`src/srs_pkg.sv`:
```
// Constants and carrier types shared by the reset sequencer files
package srs_pkg;

	// Master clock rate in MHz; slower rates are enable pulses derived from it
	localparam int MCLK_MHZ = 250;

	// Divider ratios (mclk cycles per derived cycle) and divider phase counter width
	localparam int OSC_DIV = 32;
	localparam int SYS_DIV = 12;
	localparam int SYS3X_DIV = 4;
	localparam int DIV_W = 6;

	// Stretcher counter width and stage lengths in derived-clock cycles
	localparam int CNT_W = 7;
	localparam logic [CNT_W-1:0] POR_STRETCH = 7'h40;
	localparam logic [CNT_W-1:0] SYNC_GEN_STRETCH = 7'h03;
	localparam logic [CNT_W-1:0] CLKGEN_STRETCH = 7'h20;
	localparam logic [CNT_W-1:0] PERIPH_STRETCH = 7'h20;
	localparam logic [CNT_W-1:0] CORE_STRETCH = 7'h20;
	localparam logic [CNT_W-1:0] CNT_ZERO = 7'h00;
	localparam logic [CNT_W-1:0] CNT_ONE = 7'h01;
	localparam logic [CNT_W-1:0] CNT_MAX = 7'h7F;

	// Rising and falling phase enables of one derived clock
	typedef struct packed {
		logic rise;
		logic fall;
	} srs_tick_t;

	// Staged reset outputs, all active low
	typedef struct packed {
		logic clkGenN;
		logic periphN;
		logic coreN;
	} srs_stage_t;

endpackage

```
`src/srs_divider.sv`:
```
// Clock-enable divider producing rise and fall phase pulses
`timescale 1ns/1ps
module srs_divider
	import srs_pkg::*;
#(
	parameter int DIV = 4
)
(
	input wire logic mclk, // master clock
	input wire logic reset_n, // async reset, active low
	input wire logic hold, // stop and rephase the divider
	output srs_tick_t tick // phase pulses, one mclk cycle each
);

	localparam logic [DIV_W-1:0] LAST = DIV_W'(DIV - 1);
	localparam logic [DIV_W-1:0] HALF = DIV_W'(DIV / 2);
	localparam logic [DIV_W-1:0] ZERO = 6'h00;
	localparam logic [DIV_W-1:0] ONE = 6'h01;

	logic [DIV_W-1:0] phase_q;

	always_ff @(posedge mclk or negedge reset_n)
	begin
		if (!reset_n)
			phase_q <= ZERO;
		else if (hold || phase_q == LAST)
			phase_q <= ZERO;
		else
			phase_q <= phase_q + ONE;
	end

	// Registered so the pulses leave straight from flops
	always_ff @(posedge mclk or negedge reset_n)
	begin
		if (!reset_n)
			tick <= '0;
		else
		begin
			tick.rise <= !hold && phase_q == ZERO;
			tick.fall <= !hold && phase_q == HALF;
		end
	end

endmodule // srs_divider

```
`src/srs_sequencer.sv`:
```
// Reset gathering, stretching and staged release for the integration unit
//
// Contract
// - Five sources: pin, power-on, software, watchdog twice
// - Power-on reset stretched 64 oscillator cycles
// - Combined reset ORs sources, holds later stages
// - Control, sync generator, clkgen stretch follow combined
// - Watchdog/software logic held three oscillator cycles
// - Clock-generator reset released after 32 oscillator cycles
// - Early delay counters use oscillator time base
// - Clock-generator reset released on oscillator falling phase
// - Clock generation starts after clock-generator release
// - Peripheral reset released 32 system cycles later
// - Core reset released 32 system cycles after peripheral
// - Peripheral and core release on system falling phase
// - Core release starts code, ends start-up
// - Test port reset from power-on only
// - Common system rate, optional triple rate timers
// - No interrupts raised by this unit
`timescale 1ns/1ps
module srs_sequencer
	import srs_pkg::*;
(
	input wire logic mclk, // master clock, 250 MHz
	input wire logic reset_n, // async reset, active low
	input wire logic extResetPinN, // external reset pin, active low, async
	input wire logic powerOnN, // raw power-on detector, active low, async
	input wire logic swResetReq, // control register software reset write, pulse
	input wire logic watchdogTimeout, // watchdog time-out reset, level
	input wire logic watchdogLostRef, // watchdog loss-of-reference reset, level
	input wire logic fastTimerSel, // timers and modulator at triple rate
	output srs_stage_t stageReset_q, // staged resets, active low
	output logic watchdogLogicResetN_q, // watchdog/software logic reset, active low
	output logic testPortResetN_q, // test-port reset, active low
	output logic combinedReset_q, // combined reset, active high
	output logic startupDone_q, // core running, start-up complete
	output logic oscClkEn, // oscillator clock enable pulse
	output logic sysClkEn, // system clock enable pulse
	output logic timerClkEn_q // quad timer and modulator clock enable pulse
);

	// Pin synchronisers; first stages read by the second only
	logic extPinMeta_q;
	logic extPinSync_q;
	logic porMeta_q;
	logic porSync_q;

	always_ff @(posedge mclk or negedge reset_n)
	begin
		if (!reset_n)
		begin
			extPinMeta_q <= 1'b0;
			extPinSync_q <= 1'b0;
		end
		else
		begin
			extPinMeta_q <= extResetPinN;
			extPinSync_q <= extPinMeta_q;
		end
	end

	always_ff @(posedge mclk or negedge reset_n)
	begin
		if (!reset_n)
		begin
			porMeta_q <= 1'b0;
			porSync_q <= 1'b0;
		end
		else
		begin
			porMeta_q <= powerOnN;
			porSync_q <= porMeta_q;
		end
	end

	logic porActive;
	logic extPinActive;
	assign porActive = !porSync_q;
	assign extPinActive = !extPinSync_q;

	// Derived clock phases
	srs_tick_t oscTick;
	srs_tick_t sysTick;
	srs_tick_t sys3xTick;
	logic clkGenReleased;
	logic periphReleased;
	logic coreReleased;
	logic porReleased;
	logic wdLogicReleased;

	// Oscillator runs free; it is the only time base during early reset
	srs_divider #(.DIV(OSC_DIV)) u_osc_div (
		.mclk(mclk),
		.reset_n(reset_n),
		.hold(1'b0),
		.tick(oscTick)
	);

	// System clocks only run once the clock generator is out of reset
	srs_divider #(.DIV(SYS_DIV)) u_sys_div (
		.mclk(mclk),
		.reset_n(reset_n),
		.hold(!clkGenReleased),
		.tick(sysTick)
	);

	srs_divider #(.DIV(SYS3X_DIV)) u_sys3x_div (
		.mclk(mclk),
		.reset_n(reset_n),
		.hold(!clkGenReleased),
		.tick(sys3xTick)
	);

	assign oscClkEn = oscTick.rise;
	assign sysClkEn = sysTick.rise;

	// One common rate everywhere except the optional triple-rate timers
	always_ff @(posedge mclk or negedge reset_n)
	begin
		if (!reset_n)
			timerClkEn_q <= 1'b0;
		else
			timerClkEn_q <= fastTimerSel ? sys3xTick.rise : sysTick.rise;
	end

	// Power-on extender: the only stage not held by the combined reset
	srs_stretcher #(.COUNT(POR_STRETCH)) u_por_ext (
		.mclk(mclk),
		.reset_n(reset_n),
		.hold(porActive),
		.countTick(oscTick.rise),
		.releaseTick(oscTick.rise),
		.released(porReleased)
	);

	// Software request is caught between system edges, then applied on one
	logic swPending_q;
	logic swReset_q;
	logic wdReset_q;

	always_ff @(posedge mclk or negedge reset_n)
	begin
		if (!reset_n)
			swPending_q <= 1'b0;
		else if (!wdLogicReleased)
			swPending_q <= 1'b0;
		else if (swResetReq)
			swPending_q <= 1'b1;
		else if (sysTick.rise)
			swPending_q <= 1'b0;
	end

	always_ff @(posedge mclk or negedge reset_n)
	begin
		if (!reset_n)
			swReset_q <= 1'b0;
		else if (!wdLogicReleased)
			swReset_q <= 1'b0;
		else if (swPending_q && sysTick.rise)
			swReset_q <= 1'b1;
	end

	// Watchdog reset latched so a short request still runs the full sequence
	always_ff @(posedge mclk or negedge reset_n)
	begin
		if (!reset_n)
			wdReset_q <= 1'b0;
		else if (!wdLogicReleased)
			wdReset_q <= 1'b0;
		else if (watchdogTimeout || watchdogLostRef)
			wdReset_q <= 1'b1;
	end

	always_ff @(posedge mclk or negedge reset_n)
	begin
		if (!reset_n)
			combinedReset_q <= 1'b1;
		else
			combinedReset_q <= !porReleased || extPinActive || wdReset_q || swReset_q;
	end

	// Synchronous reset generator for watchdog and software reset logic
	srs_stretcher #(.COUNT(SYNC_GEN_STRETCH)) u_sync_gen (
		.mclk(mclk),
		.reset_n(reset_n),
		.hold(combinedReset_q),
		.countTick(oscTick.rise),
		.releaseTick(oscTick.rise),
		.released(wdLogicReleased)
	);

	// Clock-generator extender, released on the oscillator falling phase
	srs_stretcher #(.COUNT(CLKGEN_STRETCH)) u_clkgen_ext (
		.mclk(mclk),
		.reset_n(reset_n),
		.hold(combinedReset_q),
		.countTick(oscTick.rise),
		.releaseTick(oscTick.fall),
		.released(clkGenReleased)
	);

	// Falling phase of the system clock stands in for the delayed system clock
	srs_stretcher #(.COUNT(PERIPH_STRETCH)) u_periph_ext (
		.mclk(mclk),
		.reset_n(reset_n),
		.hold(!clkGenReleased),
		.countTick(sysTick.rise),
		.releaseTick(sysTick.fall),
		.released(periphReleased)
	);

	srs_stretcher #(.COUNT(CORE_STRETCH)) u_core_ext (
		.mclk(mclk),
		.reset_n(reset_n),
		.hold(!periphReleased),
		.countTick(sysTick.rise),
		.releaseTick(sysTick.fall),
		.released(coreReleased)
	);

	always_ff @(posedge mclk or negedge reset_n)
	begin
		if (!reset_n)
		begin
			stageReset_q <= '0;
			watchdogLogicResetN_q <= 1'b0;
		end
		else
		begin
			stageReset_q.clkGenN <= clkGenReleased;
			stageReset_q.periphN <= periphReleased;
			stageReset_q.coreN <= coreReleased;
			watchdogLogicResetN_q <= wdLogicReleased;
		end
	end

	// Status is a level only; no interrupt request leaves this unit
	always_ff @(posedge mclk or negedge reset_n)
	begin
		if (!reset_n)
			startupDone_q <= 1'b0;
		else
			startupDone_q <= coreReleased;
	end

	// Debug access must survive pin, software and watchdog resets
	always_ff @(posedge mclk or negedge reset_n)
	begin
		if (!reset_n)
			testPortResetN_q <= 1'b0;
		else
			testPortResetN_q <= porReleased;
	end

	// Helper: oscillator ticks since combined reset cleared
	logic [CNT_W-1:0] oscSeen_q;

	always_ff @(posedge mclk or negedge reset_n)
	begin
		if (!reset_n)
			oscSeen_q <= CNT_ZERO;
		else if (combinedReset_q)
			oscSeen_q <= CNT_ZERO;
		else if (oscTick.rise && oscSeen_q != CNT_MAX)
			oscSeen_q <= oscSeen_q + CNT_ONE;
	end

	chk_combined_holds: assert property (@(posedge mclk) disable iff (!reset_n)
		combinedReset_q |-> ##2 !stageReset_q.clkGenN)
		else $error("clock-generator reset not held by combined reset");

	chk_clkgen_count: assert property (@(posedge mclk) disable iff (!reset_n)
		$rose(stageReset_q.clkGenN) |-> oscSeen_q == CLKGEN_STRETCH)
		else $error("clock-generator reset released after wrong count");

	chk_clkgen_phase: assert property (@(posedge mclk) disable iff (!reset_n)
		$rose(stageReset_q.clkGenN) |-> $past(oscTick.fall, 2))
		else $error("clock-generator reset not released on falling phase");

	chk_periph_order: assert property (@(posedge mclk) disable iff (!reset_n)
		!stageReset_q.clkGenN |=> !stageReset_q.periphN)
		else $error("peripheral reset out while clock generator in reset");

	chk_core_order: assert property (@(posedge mclk) disable iff (!reset_n)
		!stageReset_q.periphN |=> !stageReset_q.coreN)
		else $error("core reset out while peripherals in reset");

	chk_stage_phase: assert property (@(posedge mclk) disable iff (!reset_n)
		($rose(stageReset_q.periphN) || $rose(stageReset_q.coreN)) |-> $past(sysTick.fall, 2))
		else $error("stage reset not released on system falling phase");

	chk_test_por_only: assert property (@(posedge mclk) disable iff (!reset_n)
		$fell(testPortResetN_q) |-> $past(porActive, 2))
		else $error("test-port reset asserted without power-on reset");

	chk_sw_reset_sync: assert property (@(posedge mclk) disable iff (!reset_n)
		$rose(swReset_q) |-> $past(sysTick.rise) ##1 combinedReset_q)
		else $error("software reset not aligned to system clock");

	// Release waits for the rise after the third, so three full periods pass
	chk_sync_gen_hold: assert property (@(posedge mclk) disable iff (!reset_n)
		$rose(watchdogLogicResetN_q) |-> oscSeen_q == SYNC_GEN_STRETCH + CNT_ONE)
		else $error("watchdog logic released after wrong count");

endmodule // srs_sequencer

```
`src/srs_stretcher.sv`:
```
// One reset stretch stage: counts ticks after its hold clears
`timescale 1ns/1ps
module srs_stretcher
	import srs_pkg::*;
#(
	parameter logic [CNT_W-1:0] COUNT = CNT_ONE
)
(
	input wire logic mclk, // master clock
	input wire logic reset_n, // async reset, active low
	input wire logic hold, // upstream reset still active
	input wire logic countTick, // time base enable
	input wire logic releaseTick, // phase on which release may occur
	output logic released // stage out of reset
);

	logic [CNT_W-1:0] count_q;

	// Any reassertion restarts the count from zero
	always_ff @(posedge mclk or negedge reset_n)
	begin
		if (!reset_n)
			count_q <= CNT_ZERO;
		else if (hold)
			count_q <= CNT_ZERO;
		else if (countTick && count_q < COUNT)
			count_q <= count_q + CNT_ONE;
	end

	always_ff @(posedge mclk or negedge reset_n)
	begin
		if (!reset_n)
			released <= 1'b0;
		else if (hold)
			released <= 1'b0;
		else if (count_q == COUNT && releaseTick)
			released <= 1'b1;
	end

endmodule // srs_stretcher

```
`config.mk`:
```
export PLATFORM = sky130hd
export DESIGN_NAME = srs_sequencer
export DESIGN_NICKNAME = d
export VERILOG_FILES = /design/src/srs_pkg.sv /design/src/srs_divider.sv /design/src/srs_sequencer.sv /design/src/srs_stretcher.sv
export SDC_FILE = /design/constraint.sdc
export NUM_CORES = 1
export LEC_CHECK = 0
export ABC_AREA = 1
export BUFFER_PORTS_ARGS = -buffer_cell sky130_fd_sc_hd__buf_2
export CAP_MARGIN = 0
export CORE_MARGIN = 10
export CORE_UTILIZATION = 45
export CTS_CLUSTER_SIZE = 24
export DETAILED_ROUTE_END_ITERATION = 16
export PLACE_DENSITY = 0.73
export SLEW_MARGIN = 25
export SYNTH_ARGS = -nofsm -noshare
export SYNTH_HDL_FRONTEND = slang
export SYNTH_HIERARCHICAL = 1
export SYNTH_SLANG_ARGS = --single-unit
```
`constraint.sdc`:
```
create_clock -name mclk -period 1.7 [get_ports mclk]
set_clock_uncertainty 0.2 [all_clocks]
set_input_delay 0.34 -clock mclk [delete_from_list [all_inputs] [get_ports mclk]]
set_output_delay 0.34 -clock mclk [all_outputs]
set_load 0.02 [all_outputs]
```
==> results.yml <==
floorplanning:
  die_w_um: 112.1
  dieArea_um2: 12560
  start_util_pct: 46.44
  fp.dieH_um: 112.1
  fp-row-count: 33
  io_pins: 18
  coreArea_um2: 8217
critical_path:
  start_kind: "flop"
  path_max_fanout: 2
  critPathMaxStageDelay_ps: 550
  critPathTopFamily: "flip-flops"
  crit_chain: "buf_2"
  critical_path.endpoint_type: "primary output"
  timing.rr.start: "u_core_ext/count_q[1]"
  crit_type: "reg2out"
  cp.required_ps: 1160
  path_buf_inv: 1
  crit_path_top_delay_cell: "dfstp_2"
  arrival_ps: 1050
  critPathLaunch: "combinedReset_q"
drt:
  first_pass_iters: 4
  drc: 0
  drtIter0Drc: 108
  drt-total-wl_um: 6870
  wl_per_cell_um: 11.91
  ant_nets: 0
  vias_per_cell: 4.783
  vias: 2760
cts:
  path_clk_slew_ps: 80
  clock-sinks: 77
  clk_latency_ps: 340
  clock_path_buffers: 2
  htree_num_levels: 3
  numCtsBuffers: 9
  cts_tree: "done"
  root_buffer: "clkbuf_8"
sta:
  fin_setup_tns_ps: 0
  max_freq_mhz: 628.9
  period_share_pct: 93.53
  hold_slack_ps: 61.90
  final_hold_viol_count: 0
  layout_setup_ws_ps: 110.0
  setup_violations: 0
  fin_crit_ps: 1590
  rsz0062_at_grt: "no"
  drv_slew: 0
pwr:
  powerDensity_nw_per_um2: 796.2
  ir_drop_mv: 0.3397
  p_leak_nw: 2.128
min_path:
  holdCritPathClass: "in2reg"
  hp-start: "swResetReq"
grt:
  first_global_vias: 2808
  grt_usage_pct: 11.57
  grt_overflow: 0
  antenna_found_initial: 0
  grt_max_degree: 36
  grt_pass1_wl_um: 12340
flow_run:
  drv_cap: 0
final_layout:
  area_growth_pct: 12.56
  drive_gt1_share_pct: 19.28
  antenna_cells: 0
  finalNonFillerCells: 577
  nFillCells: 741
  layout.nets: 491
placement:
  hpwl_um: 5003
  place_ws_ps: 282.0
  place_congestion: 0.8219
  io_buffers: 17
  dp_cells: 556
logic_synthesis:
  synth_cells: 432
  synth_area_per_cell_um2: 8.834
  ys.warnings.count: 6
  synth_area_um2: 3816
outcome:
  outcome: "completed"
power by group:
part           switching, mW  internal [mW]
logic                 0.0860         0.0451
clock network          0.665          0.758
registers             0.0186           1.85
timing repair:
action	in CTS	in global routing
resized for setup	0	1
hold buffers	4	0
gates cloned	0	0
endpoints found under the hold margin	28	0
endpoints found under the setup margin	1	1
buffers inserted	1	0
state kept, by name, summed over array words and instances, names as in the netlist, 2 cells and up:
name,cells
u_clkgen_ext/count_q,7
u_core_ext/count_q,7
u_periph_ext/count_q,7
u_por_ext/count_q,7
u_sync_gen/count_q,7
u_osc_div/phase_q,6
u_sys3x_div/phase_q,6
u_sys_div/phase_q,6
stageReset_q,2
u_osc_div/tick,2
u_sys_div/tick,2
metrics by stage:
stage / total power, mW / utilization [%] / cell area [um^2]
after floorplan: 1.956 / - / 3831
after global placement: 2.026 / 49.12 / 4036
after detailed placement: 2.031 / 49.12 / 4036
after CTS: 3.467 / 52.26 / 4294
after global routing: 3.591 / 52.28 / 4295
final: 3.420 / 52.28 / 4295
tightest hold or removal path, stage by stage:
cell and delay [ps]:
buf_2 100, inv_1 60, a21oi_2 60
path summary, 6_finish.rpt:
kind	slack, ps	cells past startpoint	end
hold / removal	60	3	swPending_q
setup reg to reg	310	4	u_core_ext/count_q[2]
min in group asynchronous	250	2	u_clkgen_ext/count_q[0]
max in group asynchronous	520	3	u_core_ext/count_q[5]
hold reg to reg	150	0	porSync_q
setup / recovery	110	1	combinedReset_q
cell usage in the layout, fill, tap and decap left out, types with 6 or more instances in the layout:
cell      count
nand4_1      10
nor2_2        6
nor2_1       61
a21oi_1       9
o21ai_1       7
inv_1        54
ha_1         16
clkbuf_8     11
nand3_1      40
nand2_1      72
nor2_4        7
xor2_1        6
nand2_2       6
o21ai_0       9
buf_2        16
dfrtp_1      75
inv_2        13
final cells by class:
| type | instances | area, um^2 | share of cell area (%) |
|---|---|---|---|
| Multi-Input combinational cell | 282 | 1580 | 36.79 |
| Inverter | 73 | 281.5 | 6.554 |
| Clock inverter | 5 | 58.81 | 1.369 |
| Sequential cell | 77 | 1929 | 44.92 |
| Timing Repair Buffer | 24 | 162.7 | 3.787 |
| Clock buffer | 11 | 151.4 | 3.525 |
| Tap cell | 105 | 131.4 | 3.059 |
metal layers:
layer  part of all wire [%]  wire length [um]  vias up  GRT usage, %
met5                      0                 0        -             0
met4                    1.7               119        0         4.315
met3                    3.4               234       10         3.248
met2                     49              3374       31         19.85
met1                     46              3141     1303         13.41
li1                       -                 -     1416             -
Note: power is estimated with default switching activity, not from simulation.
